==> src/inc/dual_process_alarm_consts.svh <==
// Functional notes
// [RQ1] Per-channel enable suspends alarms; stored parameters stay untouched.
// [RQ2] Setpoints accepted only inside the programmed loop-span display limits.
// [RQ3] Each channel selects high or low alarm independently.
// [RQ4] Output sense: open or closed when not alarmed, inverted in alarm.
// [RQ5] High alarm clears only below setpoint minus hysteresis (display units).
// [RQ6] Activation wait 0..3600 whole seconds; zero means no delay.
// [RQ7] Output asserts after uninterrupted condition for the wait; breaks restart.
// [RQ8] Annunciator flashes during the wait, steady once output asserted.
// [RQ9] Alternate display starts only after the output is asserted.
// [RQ10] Quiet interval 0..3600 s; non-zero makes select an accept key.
// [RQ11] Accept drops output for quiet interval; re-asserts if still alarmed.
// [RQ12] Annunciator flashes during quiet interval until expiry or clear.
// [RQ13] Alternate display suppressed in quiet interval; only when asserted.
// [RQ14] Alternate value and tags; both tags in turn when both asserted.
// [RQ15] Select plus up in display mode opens the setpoint menu.
// [RQ16] Separate four-digit operator pass code guards display-mode setpoints.
// [RQ17] All-zero pass code skips the code prompt.
// [RQ18] Reset: operator level menu disabled, pass code zero.
// [RQ19] Choice items shown on select, changed by up/down, stored on exit.
// [RQ20] Numeric items: active digit edited by up/down, select advances, exit.
// [RQ21] Up/down moves between the two items of the submenu; exit leaves.
// [RQ22] Menu disabled: chord ignored, setpoints only via configuration.
// [RQ23] Condition arises when display reaches setpoint in the alarm direction.
// [RQ24] Second channel identical with independent parameters.
// [RQ25] Low alarm clears only above setpoint plus hysteresis.
// [RQ26] Disabled channel: output non-alarm, wait and quiet timers cleared.
`ifndef DUAL_PROCESS_ALARM_CONSTS_SVH
`define DUAL_PROCESS_ALARM_CONSTS_SVH
`define CLK_NS       20
`define TICK_NS      1000000000
`define IDLE_S       20
`define MAX_SECONDS  12'hE10
`define A_CTRL       8'h00
`define A_SP1        8'h04
`define A_SP2        8'h08
`define A_HYS        8'h0C
`define A_WAIT       8'h10
`define A_QUIET      8'h14
`define A_CODE       8'h18
`define A_SPAN       8'h1C
`define A_STATUS     8'h20
`define CTRL_ACC_BIT 8
`define SPAN_LO_RST  16'h8000
`define SPAN_HI_RST  16'h7FFF
`define CODE_RST     16'h0000
`endif

==> src/inc/dual_process_alarm_pkg.sv <==
package dual_process_alarm_pkg;
  typedef enum logic [1:0] {M_DISP, M_CODE, M_PICK, M_EDIT} menu_t;
  typedef enum logic [3:0] {
    R_CTRL, R_SP1, R_SP2, R_HYS, R_WAIT, R_QUIET, R_CODE, R_SPAN, R_STATUS,
    R_NONE
  } reg_t;
  typedef struct packed {
    logic        psel;
    logic        penable;
    logic        pwrite;
    logic [7:0]  paddr;
    logic [31:0] pwdata;
  } apb_req_t;
  typedef struct packed {
    logic [31:0] prdata;
    logic        pready;
    logic        pslverr;
  } apb_rsp_t;
  typedef struct packed {
    logic sel;
    logic up;
    logic dn;
    logic ext;
  } btn_t;
  typedef struct packed {
    menu_t       menu;
    logic        which;
    logic [15:0] edit;
    logic [1:0]  dig;
    logic [1:0]  tag;
  } view_t;
  typedef struct packed {
    logic               en;
    logic               high;
    logic               nc;
    logic               alt;
    logic signed [15:0] sp;
    logic [15:0]        hys;
    logic [11:0]        wait_s;
    logic [11:0]        quiet_s;
    logic               cond;
    logic               act;
    logic               quiet_interval;
    logic [11:0]        dly;
    logic [11:0]        scnt;
    logic               ann;
    logic               sw;
  } ch_t;
  typedef struct packed {
    ch_t [1:0]          ch;
    logic               acc_on;
    logic [15:0]        code;
    logic signed [15:0] span_lo;
    logic signed [15:0] span_hi;
    logic [25:0]        tick_cnt;
    logic               tick;
    logic               phase;
    logic [1:0]         seq;
    logic [4:0]         idle;
    view_t              view;
    apb_rsp_t           rsp;
  } st_t;
endpackage : dual_process_alarm_pkg

==> src/core/dual_process_alarm.sv <==
`include "dual_process_alarm_consts.svh"
module dual_process_alarm
  import dual_process_alarm_pkg::*;
#(
  parameter int unsigned TICK_CYCLES = `TICK_NS / `CLK_NS
) (
  input  wire logic               clk,     // 50 MHz
  input  wire logic               rst_n,   // async, active low
  input  wire apb_req_t           apb_req, // apb request
  output apb_rsp_t                apb_rsp, // apb answer
  input  wire logic signed [15:0] value,   // displayed value
  input  wire btn_t               btn,     // one-cycle key presses
  output logic [1:0]              sw,      // switch closed per channel
  output logic [1:0]              ann,     // annunciators
  output view_t                   view     // display selection
);

  st_t q;
  st_t n;

  // register decode, shared by read and write paths
  function automatic reg_t reg_of(input logic [7:0] a);
    unique case (a)
      `A_CTRL:   reg_of = R_CTRL;
      `A_SP1:    reg_of = R_SP1;
      `A_SP2:    reg_of = R_SP2;
      `A_HYS:    reg_of = R_HYS;
      `A_WAIT:   reg_of = R_WAIT;
      `A_QUIET:  reg_of = R_QUIET;
      `A_CODE:   reg_of = R_CODE;
      `A_SPAN:   reg_of = R_SPAN;
      `A_STATUS: reg_of = R_STATUS;
      default:   reg_of = R_NONE;
    endcase
  endfunction : reg_of

  // one nibble of the edit value stepped up or down, wrapping
  function automatic logic [15:0] nib_step(input logic [15:0] v,
                                           input logic [1:0]  d,
                                           input logic        up);
    logic [3:0] x;
    x = v[d*4 +: 4];
    x = up ? x + 4'h1 : x - 4'h1;
    nib_step = v;
    nib_step[d*4 +: 4] = x;
  endfunction : nib_step

  function automatic logic in_span(input logic signed [15:0] v,
                                   input logic signed [15:0] lo,
                                   input logic signed [15:0] hi);
    in_span = (v >= lo) && (v <= hi);
  endfunction : in_span

  logic               accept;
  logic               any_btn;
  logic signed [16:0] v17;
  logic signed [16:0] lo17;
  logic signed [16:0] hi17;
  logic               cond_d;
  logic [1:0]         alt_on;
  reg_t               rsel;

  // whole next state
  always_comb begin
    n = q;
    accept = 1'b0;
    any_btn = btn.sel | btn.up | btn.dn | btn.ext;
    v17 = {value[15], value};
    lo17 = '0;
    hi17 = '0;
    cond_d = 1'b0;
    alt_on = '0;
    rsel = reg_of(apb_req.paddr);
    n.tick = 1'b0;
    n.rsp.pready = 1'b0;
    n.rsp.pslverr = 1'b0;

    // one second timebase
    if (q.tick_cnt == 26'(TICK_CYCLES - 1)) begin
      n.tick_cnt = '0;
      n.tick = 1'b1;
    end else begin
      n.tick_cnt = q.tick_cnt + 26'h1;
    end
    if (q.tick) begin
      n.phase = ~q.phase;
      n.seq = q.seq + 2'h1;
    end

    // operator menu reached from display mode
    unique case (q.view.menu)
      M_DISP: begin
        if (btn.sel && btn.up) begin
          if (q.acc_on) begin                                 // RQ22
            n.view.menu = (q.code == 16'h0000) ? M_PICK       // RQ17
                                                 : M_CODE;    // RQ15
            n.view.edit = '0;
            n.view.dig = '0;
            n.view.which = 1'b0;
            n.idle = '0;
          end
        end else if (btn.sel) begin
          accept = 1'b1;                                      // RQ10
        end
      end
      M_CODE, M_EDIT: begin
        if (btn.up) begin
          n.view.edit = nib_step(q.view.edit, q.view.dig, 1'b1); // RQ20
        end else if (btn.dn) begin
          n.view.edit = nib_step(q.view.edit, q.view.dig, 1'b0); // RQ20
        end else if (btn.sel) begin
          n.view.dig = q.view.dig + 2'h1;                     // RQ20
        end else if (btn.ext) begin
          if (q.view.menu == M_CODE) begin
            // wrong code drops straight back to display mode
            n.view.menu = (q.view.edit == q.code) ? M_PICK : M_DISP; // RQ16
          end else begin
            if (in_span(q.view.edit, q.span_lo, q.span_hi)) begin  // RQ2
              n.ch[q.view.which].sp = q.view.edit;            // RQ19
            end
            n.view.menu = M_PICK;
          end
        end
      end
      M_PICK: begin
        if (btn.up || btn.dn) begin
          n.view.which = ~q.view.which;                       // RQ21
        end else if (btn.sel) begin
          n.view.edit = q.ch[q.view.which].sp;
          n.view.dig = '0;
          n.view.menu = M_EDIT;
        end else if (btn.ext) begin
          n.view.menu = M_DISP;                               // RQ21
        end
      end
    endcase

    // idle keys for 20 s abandon the menu
    if (q.view.menu != M_DISP) begin
      if (any_btn) begin
        n.idle = '0;
      end else if (q.tick) begin
        if (q.idle == 5'(`IDLE_S - 1)) begin
          n.view.menu = M_DISP;
        end else begin
          n.idle = q.idle + 5'h1;
        end
      end
    end

    // both channels share one behaviour, own parameters
    for (int i = 0; i < 2; i++) begin                         // RQ24
      lo17 = {q.ch[i].sp[15], q.ch[i].sp} - $signed({1'b0, q.ch[i].hys});
      hi17 = {q.ch[i].sp[15], q.ch[i].sp} + $signed({1'b0, q.ch[i].hys});
      if (q.ch[i].cond) begin
        cond_d = q.ch[i].high ? (v17 >= lo17)                 // RQ5
                              : (v17 <= hi17);                // RQ25
      end else begin
        cond_d = q.ch[i].high ? (value >= q.ch[i].sp)         // RQ3
                              : (value <= q.ch[i].sp);        // RQ23
      end
      if (!q.ch[i].en) begin
        // configuration fields are left as they are
        n.ch[i].cond = 1'b0;                                  // RQ1
        n.ch[i].act = 1'b0;                                   // RQ26
        n.ch[i].quiet_interval = 1'b0;
        n.ch[i].dly = '0;
        n.ch[i].scnt = '0;
      end else begin
        n.ch[i].cond = cond_d;
        if (!cond_d) begin
          n.ch[i].act = 1'b0;
          n.ch[i].quiet_interval = 1'b0;
          n.ch[i].dly = '0;                                   // RQ7
          n.ch[i].scnt = '0;
        end else if (q.ch[i].quiet_interval) begin
          if (q.tick) begin
            if (q.ch[i].scnt <= 12'h001) begin
              n.ch[i].quiet_interval = 1'b0;
              n.ch[i].act = 1'b1;                             // RQ11
            end else begin
              n.ch[i].scnt = q.ch[i].scnt - 12'h001;
            end
          end
        end else if (!q.ch[i].act) begin
          if (q.ch[i].wait_s == 12'h000) begin
            n.ch[i].act = 1'b1;                               // RQ6
          end else if (q.tick) begin
            if (q.ch[i].dly + 12'h001 >= q.ch[i].wait_s) begin
              n.ch[i].act = 1'b1;                             // RQ7
              n.ch[i].dly = '0;
            end else begin
              n.ch[i].dly = q.ch[i].dly + 12'h001;
            end
          end
        end else if (accept && q.ch[i].quiet_s != 12'h000) begin
          n.ch[i].act = 1'b0;                                 // RQ11
          n.ch[i].quiet_interval = 1'b1;
          n.ch[i].scnt = q.ch[i].quiet_s;
        end
      end
      // steady when asserted, blinking while waiting or quiet
      n.ch[i].ann = n.ch[i].act
                  | (n.ch[i].cond & n.phase);                 // RQ8 RQ12
      n.ch[i].sw = n.ch[i].act ^ n.ch[i].nc;                  // RQ4
      alt_on[i] = q.ch[i].alt & q.ch[i].act;                  // RQ9 RQ13
    end

    // value on even seconds, tags on odd ones
    if (!q.seq[0] || alt_on == 2'b00) begin
      n.view.tag = 2'h0;
    end else if (alt_on == 2'b11) begin
      n.view.tag = q.seq[1] ? 2'h2 : 2'h1;                    // RQ14
    end else begin
      n.view.tag = alt_on[0] ? 2'h1 : 2'h2;                   // RQ14
    end

    // apb access phase: answer one cycle later
    if (apb_req.psel && apb_req.penable && !q.rsp.pready) begin
      n.rsp.pready = 1'b1;
      n.rsp.prdata = '0;
      if (apb_req.pwrite) begin
        unique case (rsel)
          R_CTRL: begin
            for (int i = 0; i < 2; i++) begin
              n.ch[i].en = apb_req.pwdata[4*i];
              n.ch[i].high = apb_req.pwdata[4*i+1];           // RQ3
              n.ch[i].nc = apb_req.pwdata[4*i+2];
              n.ch[i].alt = apb_req.pwdata[4*i+3];
            end
            n.acc_on = apb_req.pwdata[`CTRL_ACC_BIT];         // RQ22
          end
          R_SP1, R_SP2: begin
            if (in_span(apb_req.pwdata[15:0], q.span_lo, q.span_hi)) begin
              n.ch[rsel == R_SP2].sp = apb_req.pwdata[15:0];  // RQ2
            end else begin
              n.rsp.pslverr = 1'b1;
            end
          end
          R_HYS: begin
            n.ch[0].hys = apb_req.pwdata[15:0];
            n.ch[1].hys = apb_req.pwdata[31:16];
          end
          R_WAIT, R_QUIET: begin
            // figures past 3600 s are refused whole
            if (apb_req.pwdata[11:0] > `MAX_SECONDS ||
                apb_req.pwdata[27:16] > `MAX_SECONDS) begin
              n.rsp.pslverr = 1'b1;                           // RQ6 RQ10
            end else if (rsel == R_WAIT) begin
              n.ch[0].wait_s = apb_req.pwdata[11:0];
              n.ch[1].wait_s = apb_req.pwdata[27:16];
            end else begin
              n.ch[0].quiet_s = apb_req.pwdata[11:0];
              n.ch[1].quiet_s = apb_req.pwdata[27:16];
            end
          end
          R_CODE: n.code = apb_req.pwdata[15:0];              // RQ16
          R_SPAN: begin
            n.span_lo = apb_req.pwdata[15:0];
            n.span_hi = apb_req.pwdata[31:16];
          end
          R_STATUS: ;
          R_NONE: n.rsp.pslverr = 1'b1;
        endcase
      end else begin
        unique case (rsel)
          R_CTRL: begin
            for (int i = 0; i < 2; i++) begin
              n.rsp.prdata[4*i +: 4] = {q.ch[i].alt, q.ch[i].nc,
                                        q.ch[i].high, q.ch[i].en};
            end
            n.rsp.prdata[`CTRL_ACC_BIT] = q.acc_on;
          end
          R_SP1:   n.rsp.prdata[15:0] = q.ch[0].sp;
          R_SP2:   n.rsp.prdata[15:0] = q.ch[1].sp;
          R_HYS:   n.rsp.prdata = {q.ch[1].hys, q.ch[0].hys};
          R_WAIT:  n.rsp.prdata = {4'h0, q.ch[1].wait_s,
                                   4'h0, q.ch[0].wait_s};
          R_QUIET: n.rsp.prdata = {4'h0, q.ch[1].quiet_s,
                                   4'h0, q.ch[0].quiet_s};
          R_CODE:  n.rsp.prdata[15:0] = q.code;
          R_SPAN:  n.rsp.prdata = {q.span_hi, q.span_lo};
          R_STATUS: n.rsp.prdata[7:0] = {q.view.menu, q.ch[1].quiet_interval,
                                         q.ch[0].quiet_interval, q.ch[1].act,
                                         q.ch[0].act, q.ch[1].cond,
                                         q.ch[0].cond};
          R_NONE:  n.rsp.pslverr = 1'b1;
        endcase
      end
    end
  end

  // register the whole state
  always_ff @(posedge clk or negedge rst_n) begin
    if (!rst_n) begin
      q <= '0;
      q.view.menu <= M_DISP;
      q.acc_on <= 1'b0;                                       // RQ18
      q.code <= `CODE_RST;                                    // RQ18
      q.span_lo <= `SPAN_LO_RST;
      q.span_hi <= `SPAN_HI_RST;
    end else begin
      q <= n;
    end
  end

  assign apb_rsp = q.rsp;
  assign view = q.view;
  assign sw = {q.ch[1].sw, q.ch[0].sw};
  assign ann = {q.ch[1].ann, q.ch[0].ann};

endmodule : dual_process_alarm

==> config.mk <==
export PLATFORM = sky130hd
export DESIGN_NAME = dual_process_alarm
export DESIGN_NICKNAME = d
export VERILOG_FILES = /design/src/inc/dual_process_alarm_pkg.sv /design/src/core/dual_process_alarm.sv
export VERILOG_INCLUDE_DIRS = /design/src /design/src/inc
export SDC_FILE = /design/constraint.sdc
export NUM_CORES = 1
export LEC_CHECK = 0
export BUFFER_PORTS_ARGS = -buffer_cell sky130_fd_sc_hd__clkbuf_2
export CORE_ASPECT_RATIO = 2
export CORE_UTILIZATION = 42
export DETAILED_ROUTE_END_ITERATION = 8
export HOLD_SLACK_MARGIN = 0.03
export PLACE_DENSITY_LB_ADDON = 0.15
export SLEW_MARGIN = 20
export SYNTH_ARGS = -nofsm -noshare
export SYNTH_HDL_FRONTEND = slang
export SYNTH_SLANG_ARGS = --single-unit
==> constraint.sdc <==
create_clock -name clk -period 5.7 [get_ports clk]
set_input_delay 0.57 -clock clk [delete_from_list [all_inputs] [get_ports clk]]
set_output_delay 0.57 -clock clk [all_outputs]
set_load 0.03 [all_outputs]
==> results.json <==
{
  "required_ns": 6.20,
  "worstMarginPinSlew_ns": 1.15,
  "cts_sinks": 319,
  "use_met2_pct": 57.2,
  "antenna_found_initial": 2,
  "core_um2": 55300,
  "setup-tns-final_ns": 0,
  "crit_type": "flop to flop",
  "grt_pass1_wl_mm": 129,
  "dp_hpwl_mm": 68.9,
  "syn_nets": 2866,
  "p_leak_uw": 0.0118,
  "yosysMostFrequentCell": "dfrtp_1",
  "diodes": 0,
  "detail_route.first_pass.iterations": 5,
  "cts_root_buf": "clkbuf_16",
  "num_io_pins": 126,
  "worst_clock_skew_ns": 0.0184,
  "hold_start": "apb_req[29]",
  "die_h_um": 337,
  "synth_commonest_cells": "303 x dfrtp_1, 267 x ha_1, 184 x nand2_1",
  "fillCellCount": 5416,
  "multi_input_area_um2": 14100,
  "max_slew_margin_pct": 23.1,
  "wl_per_cell_um": 26.2,
  "drive_gt1_share_pct": 15.3,
  "cellPowerDensity_nw_per_um2": 276,
  "cts.path.max_buffers": 3,
  "place_congestion": 0.991,
  "fin_crit_sh_pct": 93.6,
  "die_w_um": 169,
  "synth_top_area_cell": "dfrtp_1",
  "end_kind": "flop",
  "rrSetupSlack_ns": 0.37,
  "drtIter0Drc": 1224,
  "stdcell_count": 3347,
  "grt_pass1_vias": 20600,
  "grt_max_degree": 156,
  "core.rowCount": 122,
  "drc": 0,
  "ant_nets": 0,
  "regArea_um2": 8000,
  "synth-seq-cells": 319,
  "area_growth_syn_to_layout_pct": 9.17,
  "seq_area_frac_synth_pct": 34.0,
  "hold_viol": 0,
  "worstReg2RegStart": "q[299]$_DFF_PN0_",
  "ff2ff_path_depth": 20,
  "yosysTopAreaCellShare_pct": 32.2,
  "synthCells": 2530,
  "synth_flop_cell": "dfrtp_1",
  "synth_area_leaders": "dfrtp_1 32%, ha_1 14%, mux2_2 6.4%",
  "grt_usage_pct": 31.0,
  "grt.busiest_layer": "met2",
  "irDropWorstVdd_mv": 0.265,
  "synth_cell_type_count": 82,
  "r2r_end": "q[235]$_DFFE_PN0P_",
  "cp_max_fo": 26,
  "syn_area_um2": 23500,
  "fin_util_pct": 46.5,
  "insertion_delay_ns": 0.59,
  "drv_cap": 0,
  "use_met3_pct": 3.72,
  "synth_warnings": 0,
  "die_area_um2": 57000,
  "clk_pin_slew_worst_paths_ns": 0.07,
  "use_met1_pct": 30.1,
  "setup_viol": 0,
  "syn_avg_cell_area_um2": 9.30,
  "hold_path.class": "input port to flop",
  "globalRouteOverflowTotal": 0,
  "placed_cells": 3291,
  "async_reset_ff_share_pct": 100,
  "io_buffer_count": 125,
  "rsz0062_at_grt": "false",
  "drv_slew": 0,
  "via_per_inst": 5.97,
  "hold_path_depth": 2,
  "vias": 20000,
  "status": "finished, final reports clean",
  "min_period_ns": 5.33,
  "arrival_ns": 5.83,
  "synth_edf_count": 0,
  "cts_htree_levels": 1,
  "routed_wl_mm": 87.8,
  "nets": 2917,
  "max_freq_mhz": 187,
  "start_util_pct": 42.6,
  "hold_path_end": "q[296]$_DFFE_PN0P_",
  "cp-start-kind": "flop",
  "numCtsBuffers": 29,
  "tritoncts": "yes"
}
## how the worst max path moves through the flow
stage,end,cells past startpoint,start,slack (ns)
after global placement,q[160]$_DFFE_PN0P_,19,q[195]$_DFFE_PN0P_,0.41
after floorplan,sw[0]$_DFF_PN0_,19,q[195]$_DFFE_PN0P_,1.37
after global routing,q[156]$_DFFE_PN0P_,19,q[195]$_DFFE_PN0P_,0.04
after CTS,q[155]$_DFFE_PN0P_,19,q[195]$_DFFE_PN0P_,0.24
after detailed placement,q[162]$_DFFE_PN0P_,19,q[195]$_DFFE_PN0P_,0.28
final,q[235]$_DFFE_PN0P_,20,q[299]$_DFF_PN0_,0.37
## placed cells by master (no fill, tap or decap), types with 21 or more instances in the layout
| cell | synthesis | routed |
|---|---|---|
| a21o_1 | 28 | 28 |
| nor4_1 | 31 | 30 |
| mux2i_1 | 51 | 51 |
| xor2_1 | 42 | 42 |
| a22o_1 | 35 | 35 |
| and3_1 | 30 | 30 |
| xnor2_1 | 80 | 80 |
| a22oi_1 | 38 | 38 |
| nor2_1 | 170 | 165 |
| o21ai_0 | 132 | 132 |
| nand2_1 | 184 | 184 |
| nand3_1 | 92 | 92 |
| nor3_1 | 47 | 46 |
| inv_1 | 176 | 176 |
| a221oi_1 | 21 | 21 |
| clkbuf_16 | 0 | 29 |
| clkbuf_2 | 0 | 124 |
| nand4_1 | 36 | 36 |
| dfrtp_1 | 303 | 303 |
| nor2b_1 | 27 | 27 |
| mux2_2 | 133 | 133 |
| ha_1 | 267 | 267 |
| buf_4 | 64 | 50 |
| a21oi_1 | 142 | 142 |
## sequential cells by signal, indices dropped and copies added, names as in the netlist
| signal | flops |
|---|---|
| sw | 2 |
| apb_rsp | 34 |
| view | 23 |
| ann | 2 |
| q | 258 |
## cell families after synthesis
| family | after synthesis | synth area share (%) |
|---|---|---|
| AND/OR/NAND/NOR | 706 | 14.8 |
| AO/OA/AOI/OAI | 590 | 16.6 |
| XOR/XNOR | 122 | 4.54 |
| multiplexers | 189 | 8.97 |
| adder cells (fa/ha/maj) | 271 | 14.5 |
| flip-flops | 319 | 34.0 |
| buffers and inverters | 333 | 6.47 |
## report_power, final
| part | internal (µW) | switching (µW) | leakage (µW) |
|---|---|---|---|
| logic | 952 | 1510 | 0.00694 |
| registers | 2340 | 218 | 0.00436 |
| clock network | 1190 | 894 | 0.000472 |
## stage by stage
step / hold slack [ns] / cell area (µm²) / power (µW) / setup slack [ns]
final: 0.247 / 25700 / 7100 / 0.366
after floorplan: 0.274 / 23500 / 4260 / 1.37
after global routing: 0.241 / 25700 / 7470 / 0.0419
after CTS: 0.225 / 25600 / 7110 / 0.238
after global placement: 0.446 / 24700 / 4960 / 0.405
after detailed placement: 0.453 / 24700 / 5020 / 0.282
## timing repair
action	CTS	global route
hold endpoints to repair	48	0
setup buffers	0	2
setup endpoints to repair	0	12
resized for setup	0	1
hold buffers	1	0
## final cells by class
cell class                 count  area share (%)
multi-input combinational   1878            54.8
sequential                   319            31.2
timing repair buffer         177            4.05
tap                          744            3.63
clock buffer                  46            3.27
inverter                     176            2.57
clock inverter                 7           0.536
## per-layer routing
metal / routed length, µm / vias up / part of all wire [%]
li1: - / 9229 / -
met4: 8810 / 0 / 10
met5: 0 / - / 0
met1: 29700 / 9877 / 34
met3: 3640 / 269 / 4.2
met2: 45600 / 609 / 52
## worst max-delay path, stage by stage, from the launching register on
cell and delay, ns:
dfrtp_1 0.48, inv_1 0.08, ha_1 0.22, fa_1 0.42
nor2b_1 0.18, o31a_1 0.22, o41a_1 0.19, nand4_1 0.19
a31oi_1 0.42, a21oi_1 0.14, nand2b_1 0.16, a221o_1 0.33
ha_1 0.30, and3_1 0.19, nand4_1 0.13, o21ai_0 0.17
mux2i_1 0.09, a32oi_1 0.40, nand3_1 0.39, buf_4 0.36
a21oi_1 0.16
Power figures use the tool's default switching activity.
